File: config.mk
export PLATFORM = sky130hd
export DESIGN_NAME = uart_event_shortcut_regs
export DESIGN_NICKNAME = d
export VERILOG_FILES = /design/src/logic/evt_pkg.sv /design/src/logic/reg_wr_if.sv /design/src/logic/event_flag_cell.sv /design/src/logic/shortcut_unit.sv /design/src/logic/uart_event_shortcut_regs.sv
export SDC_FILE = /design/constraint.sdc
export NUM_CORES = 1
export LEC_CHECK = 0
export BUFFER_PORTS_ARGS = -buffer_cell sky130_fd_sc_hd__buf_2
export CAP_MARGIN = 20
export CORE_UTILIZATION = 54
export DETAILED_ROUTE_END_ITERATION = 8
export HOLD_SLACK_MARGIN = 0.02
export PLACE_DENSITY = 0.92
export SLEW_MARGIN = 10
export SYNTH_ARGS = -nofsm -noshare
export SYNTH_HDL_FRONTEND = slang
export SYNTH_HIERARCHICAL = 1
export SYNTH_SLANG_ARGS = --single-unit
File: constraint.sdc
create_clock -name aclk -period 2 [get_ports aclk]
set_input_delay 0.1 -clock aclk [delete_from_list [all_inputs] [get_ports aclk]]
set_output_delay 0.1 -clock aclk [all_outputs]
set_load 0.03 [all_outputs]
File: src/logic/evt_pkg.sv
// How it works
// - Each event flag reads 0 until its event happens, then reads 1 until software writes 0; a software write of 1 also sets it.
// - Receive-begun flag sets when the receiver actually starts operating.
// - Transmit-begun flag sets when the transmitter actually starts operating.
// - Restart shortcut on: every receive-buffer-full event fires the begin-receive task.
// - Halt shortcut on: every receive-buffer-full event fires the halt-receive task.
// - Shortcut configuration resets to zero, so every shortcut starts disabled.
`default_nettype none
package evt_pkg;
  localparam int ADDR_W = 12;
  localparam int DATA_W = 32;
  localparam int NUM_EVT = 5;
  // Event order used by flag cells and the interrupt status register.
  localparam int EV_ERROR = 0;
  localparam int EV_RX_TIMEOUT = 1;
  localparam int EV_RX_BEGUN = 2;
  localparam int EV_TX_BEGUN = 3;
  localparam int EV_TX_HALTED = 4;
  localparam logic [ADDR_W-1:0] OFF_ERROR = 12'h124;
  localparam logic [ADDR_W-1:0] OFF_RX_TIMEOUT = 12'h144;
  localparam logic [ADDR_W-1:0] OFF_RX_BEGUN = 12'h14c;
  localparam logic [ADDR_W-1:0] OFF_TX_BEGUN = 12'h150;
  localparam logic [ADDR_W-1:0] OFF_TX_HALTED = 12'h158;
  localparam logic [ADDR_W-1:0] OFF_SHORTCUT = 12'h200;
  localparam logic [ADDR_W-1:0] OFF_IRQ_STATUS = 12'h400;
  localparam logic [ADDR_W-1:0] OFF_IRQ_MASK = 12'h404;
  localparam logic [ADDR_W-1:0] EVT_OFFS [NUM_EVT] = '{
    OFF_ERROR, OFF_RX_TIMEOUT, OFF_RX_BEGUN, OFF_TX_BEGUN, OFF_TX_HALTED};
  localparam int SC_RESTART_BIT = 5;
  localparam int SC_HALT_BIT = 6;
  localparam logic [DATA_W-1:0] SHORTCUT_RESET = 32'h0000_0000;
  localparam logic [DATA_W-1:0] SHORTCUT_MASK = 32'h0000_0060;
  localparam logic FLAG_RESET = 1'b0;
  localparam logic [NUM_EVT-1:0] IRQ_RESET = 5'h00;
  localparam logic [1:0] RESP_OKAY = 2'h0;
  localparam logic [1:0] RESP_SLVERR = 2'h2;
endpackage
`default_nettype wire

File: src/logic/reg_wr_if.sv
`timescale 1ns/1ps
`default_nettype none
interface reg_wr_if;
  logic                          wr_en;
  logic [evt_pkg::ADDR_W-1:0]    addr;
  logic [evt_pkg::DATA_W-1:0]    data;
  logic                          be0;
  modport src (output wr_en, output addr, output data, output be0);
  modport snk (input wr_en, input addr, input data, input be0);
endinterface
`default_nettype wire

File: src/logic/event_flag_cell.sv
`timescale 1ns/1ps
`default_nettype none
module event_flag_cell #(
  parameter logic [evt_pkg::ADDR_W-1:0] OFFSET = evt_pkg::OFF_ERROR
) (
  input  wire logic aclk,
  input  wire logic aresetn,
  input  wire logic event_pulse,
  reg_wr_if.snk     wr,
  output var  logic flag_r
);
  logic hit;
  assign hit = wr.wr_en && wr.be0 && (wr.addr == OFFSET);
  // An event in the same cycle as a software write wins, so it is never lost.
  always_ff @(posedge aclk) begin
    if (!aresetn) begin
      flag_r <= evt_pkg::FLAG_RESET;
    end else if (event_pulse) begin
      flag_r <= 1'b1;
    end else if (hit) begin
      flag_r <= wr.data[0];
    end
  end
endmodule // event_flag_cell
`default_nettype wire

File: src/logic/shortcut_unit.sv
`timescale 1ns/1ps
`default_nettype none
module shortcut_unit (
  input  wire logic                       aclk,
  input  wire logic                       aresetn,
  input  wire logic                       rx_buffer_full_event,
  reg_wr_if.snk                           wr,
  output var  logic [evt_pkg::DATA_W-1:0] shortcut_config_r,
  output var  logic                       begin_receive_task_r,
  output var  logic                       halt_receive_task_r
);
  logic hit;
  assign hit = wr.wr_en && wr.be0 && (wr.addr == evt_pkg::OFF_SHORTCUT);
  // Only the two shortcut bits are stored; all other bits read as zero.
  always_ff @(posedge aclk) begin
    if (!aresetn) begin
      shortcut_config_r <= evt_pkg::SHORTCUT_RESET;
    end else if (hit) begin
      shortcut_config_r <= wr.data & evt_pkg::SHORTCUT_MASK;
    end
  end
  // Both tasks may fire together; the receiver decides which one prevails.
  always_ff @(posedge aclk) begin
    if (!aresetn) begin
      begin_receive_task_r <= 1'b0;
      halt_receive_task_r  <= 1'b0;
    end else begin
      begin_receive_task_r <= rx_buffer_full_event &&
                              shortcut_config_r[evt_pkg::SC_RESTART_BIT];
      halt_receive_task_r  <= rx_buffer_full_event &&
                              shortcut_config_r[evt_pkg::SC_HALT_BIT];
    end
  end
endmodule // shortcut_unit
`default_nettype wire

File: src/logic/uart_event_shortcut_regs.sv
`timescale 1ns/1ps
`default_nettype none
module uart_event_shortcut_regs (
  input  wire logic        aclk,
  input  wire logic        aresetn,
  input  wire logic        s_axi_awvalid,
  output var  logic        s_axi_awready,
  input  wire logic [11:0] s_axi_awaddr,
  input  wire logic [2:0]  s_axi_awprot,
  input  wire logic        s_axi_wvalid,
  output var  logic        s_axi_wready,
  input  wire logic [31:0] s_axi_wdata,
  input  wire logic [3:0]  s_axi_wstrb,
  output var  logic        s_axi_bvalid,
  input  wire logic        s_axi_bready,
  output var  logic [1:0]  s_axi_bresp,
  input  wire logic        s_axi_arvalid,
  output var  logic        s_axi_arready,
  input  wire logic [11:0] s_axi_araddr,
  input  wire logic [2:0]  s_axi_arprot,
  output var  logic        s_axi_rvalid,
  input  wire logic        s_axi_rready,
  output var  logic [31:0] s_axi_rdata,
  output var  logic [1:0]  s_axi_rresp,
  input  wire logic        error_event,
  input  wire logic        rx_timeout_event,
  input  wire logic        rx_begun_event,
  input  wire logic        tx_begun_event,
  input  wire logic        tx_halted_event,
  input  wire logic        rx_buffer_full_event,
  output var  logic        begin_receive_task,
  output var  logic        halt_receive_task,
  output var  logic        irq
);
  localparam int NE = evt_pkg::NUM_EVT;

  logic [11:0]  aw_addr_r;
  logic         aw_held_r;
  logic [31:0]  w_data_r;
  logic         w_be0_r;
  logic         w_held_r;
  logic         do_wr;
  logic         wr_mapped;
  logic [NE-1:0] events;
  logic [NE-1:0] flags;
  logic [NE-1:0] irq_status_r;
  logic [NE-1:0] irq_mask_r;
  logic [NE-1:0] irq_clr;
  logic [31:0]  shortcut_config_r;
  logic [31:0]  rd_data;
  logic         rd_mapped;

  reg_wr_if wr_bus ();

  assign events[evt_pkg::EV_ERROR]      = error_event;
  assign events[evt_pkg::EV_RX_TIMEOUT] = rx_timeout_event;
  assign events[evt_pkg::EV_RX_BEGUN]   = rx_begun_event;
  assign events[evt_pkg::EV_TX_BEGUN]   = tx_begun_event;
  assign events[evt_pkg::EV_TX_HALTED]  = tx_halted_event;

  // Write address and data are parked separately and committed once both are held.
  assign do_wr = aw_held_r && w_held_r && !s_axi_bvalid;

  assign wr_bus.wr_en = do_wr;
  assign wr_bus.addr  = aw_addr_r;
  assign wr_bus.data  = w_data_r;
  assign wr_bus.be0   = w_be0_r;

  always_comb begin
    wr_mapped = (aw_addr_r == evt_pkg::OFF_SHORTCUT) ||
                (aw_addr_r == evt_pkg::OFF_IRQ_STATUS) ||
                (aw_addr_r == evt_pkg::OFF_IRQ_MASK);
    for (int i = 0; i < NE; i++) begin
      if (aw_addr_r == evt_pkg::EVT_OFFS[i]) begin
        wr_mapped = 1'b1;
      end
    end
  end

  always_ff @(posedge aclk) begin
    if (!aresetn) begin
      s_axi_awready <= 1'b0;
      aw_held_r     <= 1'b0;
      aw_addr_r     <= 12'h000;
    end else if (s_axi_bvalid && s_axi_bready) begin
      aw_held_r     <= 1'b0;
      s_axi_awready <= 1'b1;
    end else if (s_axi_awvalid && s_axi_awready) begin
      aw_held_r     <= 1'b1;
      aw_addr_r     <= {s_axi_awaddr[11:2], 2'b00};
      s_axi_awready <= 1'b0;
    end else if (!aw_held_r) begin
      s_axi_awready <= 1'b1;
    end
  end

  always_ff @(posedge aclk) begin
    if (!aresetn) begin
      s_axi_wready <= 1'b0;
      w_held_r     <= 1'b0;
      w_data_r     <= 32'h0000_0000;
      w_be0_r      <= 1'b0;
    end else if (s_axi_bvalid && s_axi_bready) begin
      w_held_r     <= 1'b0;
      s_axi_wready <= 1'b1;
    end else if (s_axi_wvalid && s_axi_wready) begin
      w_held_r     <= 1'b1;
      w_data_r     <= s_axi_wdata;
      w_be0_r      <= s_axi_wstrb[0];
      s_axi_wready <= 1'b0;
    end else if (!w_held_r) begin
      s_axi_wready <= 1'b1;
    end
  end

  always_ff @(posedge aclk) begin
    if (!aresetn) begin
      s_axi_bvalid <= 1'b0;
      s_axi_bresp  <= evt_pkg::RESP_OKAY;
    end else if (do_wr) begin
      s_axi_bvalid <= 1'b1;
      s_axi_bresp  <= wr_mapped ? evt_pkg::RESP_OKAY : evt_pkg::RESP_SLVERR;
    end else if (s_axi_bready) begin
      s_axi_bvalid <= 1'b0;
    end
  end

  genvar g;
  generate
    for (g = 0; g < NE; g++) begin : g_flag
      event_flag_cell #(
        .OFFSET (evt_pkg::EVT_OFFS[g])
      ) u_flag (
        .aclk        (aclk),
        .aresetn     (aresetn),
        .event_pulse (events[g]),
        .wr          (wr_bus.snk),
        .flag_r      (flags[g])
      );
    end
  endgenerate

  shortcut_unit u_shortcut (
    .aclk                 (aclk),
    .aresetn              (aresetn),
    .rx_buffer_full_event (rx_buffer_full_event),
    .wr                   (wr_bus.snk),
    .shortcut_config_r    (shortcut_config_r),
    .begin_receive_task_r (begin_receive_task),
    .halt_receive_task_r  (halt_receive_task)
  );

  // Interrupt status is write-one-to-clear; a new event beats a clear in the same cycle.
  assign irq_clr = (do_wr && w_be0_r && aw_addr_r == evt_pkg::OFF_IRQ_STATUS) ?
                   w_data_r[NE-1:0] : '0;

  always_ff @(posedge aclk) begin
    if (!aresetn) begin
      irq_status_r <= evt_pkg::IRQ_RESET;
    end else begin
      irq_status_r <= (irq_status_r & ~irq_clr) | events;
    end
  end

  always_ff @(posedge aclk) begin
    if (!aresetn) begin
      irq_mask_r <= evt_pkg::IRQ_RESET;
    end else if (do_wr && w_be0_r && aw_addr_r == evt_pkg::OFF_IRQ_MASK) begin
      irq_mask_r <= w_data_r[NE-1:0];
    end
  end

  always_ff @(posedge aclk) begin
    if (!aresetn) begin
      irq <= 1'b0;
    end else begin
      irq <= |(irq_status_r & irq_mask_r);
    end
  end

  always_comb begin
    rd_data   = 32'h0000_0000;
    rd_mapped = 1'b1;
    if (s_axi_araddr[11:2] == evt_pkg::OFF_SHORTCUT[11:2]) begin
      rd_data = shortcut_config_r;
    end else if (s_axi_araddr[11:2] == evt_pkg::OFF_IRQ_STATUS[11:2]) begin
      rd_data[NE-1:0] = irq_status_r;
    end else if (s_axi_araddr[11:2] == evt_pkg::OFF_IRQ_MASK[11:2]) begin
      rd_data[NE-1:0] = irq_mask_r;
    end else begin
      rd_mapped = 1'b0;
      for (int i = 0; i < NE; i++) begin
        if (s_axi_araddr[11:2] == evt_pkg::EVT_OFFS[i][11:2]) begin
          rd_data[0] = flags[i];
          rd_mapped  = 1'b1;
        end
      end
    end
  end

  always_ff @(posedge aclk) begin
    if (!aresetn) begin
      s_axi_arready <= 1'b0;
      s_axi_rvalid  <= 1'b0;
      s_axi_rdata   <= 32'h0000_0000;
      s_axi_rresp   <= evt_pkg::RESP_OKAY;
    end else if (s_axi_arvalid && s_axi_arready) begin
      s_axi_arready <= 1'b0;
      s_axi_rvalid  <= 1'b1;
      s_axi_rdata   <= rd_data;
      s_axi_rresp   <= rd_mapped ? evt_pkg::RESP_OKAY : evt_pkg::RESP_SLVERR;
    end else if (s_axi_rvalid && s_axi_rready) begin
      s_axi_rvalid  <= 1'b0;
      s_axi_arready <= 1'b1;
    end else if (!s_axi_rvalid) begin
      s_axi_arready <= 1'b1;
    end
  end

  logic clr_error;
  logic clr_rx_timeout;
  assign clr_error      = do_wr && w_be0_r && !w_data_r[0] &&
                          aw_addr_r == evt_pkg::OFF_ERROR;
  assign clr_rx_timeout = do_wr && w_be0_r && !w_data_r[0] &&
                          aw_addr_r == evt_pkg::OFF_RX_TIMEOUT;
endmodule // uart_event_shortcut_regs
`default_nettype wire

==> results.json <==
{
  "num_antenna_cells": 0,
  "p_leak_nw": 2.02,
  "vias": 3282,
  "min_path_type": "input port to flip-flop",
  "grt_pass1_vias": 3056,
  "nets": 599,
  "synth_cells": 405,
  "area_growth_pct": 20.7,
  "cts_buffer_depth": 2,
  "cts_root_buffer": "clkbuf_8",
  "die_height_um": 86.1,
  "clk_latency_ns": 0.34,
  "drt_wl_total_um": 8530,
  "cts_sinks": 79,
  "grt_max_degree": 32,
  "timing.final.hold_violations": 0,
  "die-area_mm2": 0.00740,
  "drt-pass1-iter-count": 4,
  "die_w_um": 86.1,
  "avgSynthCellArea_um2": 9.42,
  "arrival_ns": 2.04,
  "route.detailed.drc": 0,
  "antenna_found_initial": 0,
  "grt_pass1_wl_um": 14000,
  "tightest_slew_ns": 0.745,
  "setup_tns_ns": 0,
  "total_power_w": 0.00317,
  "crit_required_ns": 2.23,
  "relSlewSlack_pct": 50.4,
  "clk_pin_slew_ns": 0.08,
  "ioPinCount": 123,
  "path_max_fanout": 5,
  "vias_per_cell": 5.29,
  "finalInstanceArea_mm2": 0.00460,
  "fin_skew_ns": 0.00825,
  "core_mm2": 0.00679,
  "maxCapViolations": 0,
  "path_class": "flip-flop to flip-flop",
  "post_cts_buffers": 0,
  "dp_slack_ns": 0.237,
  "hpwlAfterDp_um": 5880,
  "portBuffers": 82,
  "rsz0062_at_grt": "no",
  "synth_area_mm2": 0.00381,
  "drt-wirelength-per-cell_um": 13.8,
  "endpoint_kind": "flip-flop",
  "grt_overflow_total": 0,
  "final-setup-viol-count": 0,
  "cp-start-kind": "flip-flop",
  "cts_resized": 0,
  "p_per_area_mw_per_mm2": 689,
  "outcome": "complete, no violations",
  "drive_above_1_share_pct": 26.0,
  "grtUsageTotal_pct": 24.2,
  "hold_depth": 3,
  "cts_inserted_buffers": 9,
  "min_period_ns": 1.81,
  "cts_tree": "built",
  "initial_utilization_pct": 56.2,
  "r2r_cells": 5,
  "drtIter0Drc": 237,
  "antenna_left": 0,
  "htree_levels": 3,
  "gp_congestion": 0.821,
  "yosys_warnings": 6,
  "final.setup.worst_slack_ns": 0.194,
  "row_count": 30,
  "finalCritPeriodShare_pct": 90.3,
  "drv_slew": 0,
  "placed_area_mm2": 0.00423,
  "ir_drop_uv": 389,
  "max_freq_mhz": 554
}
## layer usage
layer / track usage [%] / share of wire [%] / vias up
met4: 10.2 / 1.5 / 0
li1: - / - / 1624
met1: 29.8 / 44 / 1545
met2: 41.2 / 50 / 99
met5: 0 / 0 / -
met3: 4.72 / 4.2 / 14
## layout by cell type (no fill, tap or decap), types with 9 or more instances in the layout
master and instances:
nor2b_1 9, nand2_1 59, inv_1 10, o21ai_0 18, buf_2 82, a21oi_1 11
nor4b_2 9, dfxtp_1 79, mux2i_1 15, a31oi_1 9, nor2_1 11, conb_1 44
a22o_1 28, clkbuf_8 9, dlygate4sd3_1 19, a21boi_0 23
## where the power goes
| group | switching, W | internal, W |
|---|---|---|
| logic | 0.000211 | 0.000156 |
| clock network | 0.000572 | 0.000568 |
| registers | 0.0000476 | 0.00162 |
| total | 0.000831 | 0.00234 |
## state kept, by name (all words and copies together), names as in the netlist, 2 cells and up
register	flops
s_axi_rdata	32
aw_addr_r	10
w_data_r	7
g_flag.u_flag/flag_r	5
irq_mask_r	5
irq_status_r	5
u_shortcut/shortcut_config_r	2
## worst max-delay path, cell delays in order, from the launching register on
cell	delay (ns)
dfxtp_1	0.31
or4_1	0.57
nor3_1	0.18
nand3_1	0.32
mux2i_1	0.26
nor2b_1	0.06
## area by class of cell
| class | count | area [um^2] |
|---|---|---|
| Clock buffer | 9 | 124 |
| Clock inverter | 6 | 61.3 |
| Fill cell | 524 | 2190 |
| Inverter | 10 | 37.5 |
| Multi-Input combinational cell | 311 | 2020 |
| Sequential cell | 79 | 1580 |
| Tap cell | 96 | 120 |
| Timing Repair Buffer | 109 | 661 |
## path summary, 6_finish.rpt
check	from	end	slack, ns
min	error_event	irq_status_r[0]$_SDFF_PN0_	0.04
max	aw_addr_r[7]$_SDFFE_PN0P_	irq_mask_r[4]$_SDFFE_PN0P_	0.19
max reg2reg	aw_addr_r[7]$_SDFFE_PN0P_	irq_mask_r[4]$_SDFFE_PN0P_	0.19
min reg2reg	w_data_r[5]$_SDFFE_PN0P_	w_data_r[5]$_SDFFE_PN0P_	0.47
## stage by stage
step | cells | util, % | hold WS, ns
after floorplan | 447 | - | 0.245
after CTS | 620 | 67.8 | 0.0272
final | 620 | 67.8 | 0.0401
after global routing | 620 | 67.8 | 0.0334
after global placement | 586 | 62.2 | 0.348
after detailed placement | 586 | 62.2 | 0.345
## repair_timing
| action | CTS | global route |
|---|---|---|
| hold buffers | 19 | 0 |
| hold endpoints to repair | 20 | 0 |
| endpoints found under the setup margin | 0 | 0 |
Note: power is estimated with default switching activity, not from simulation.
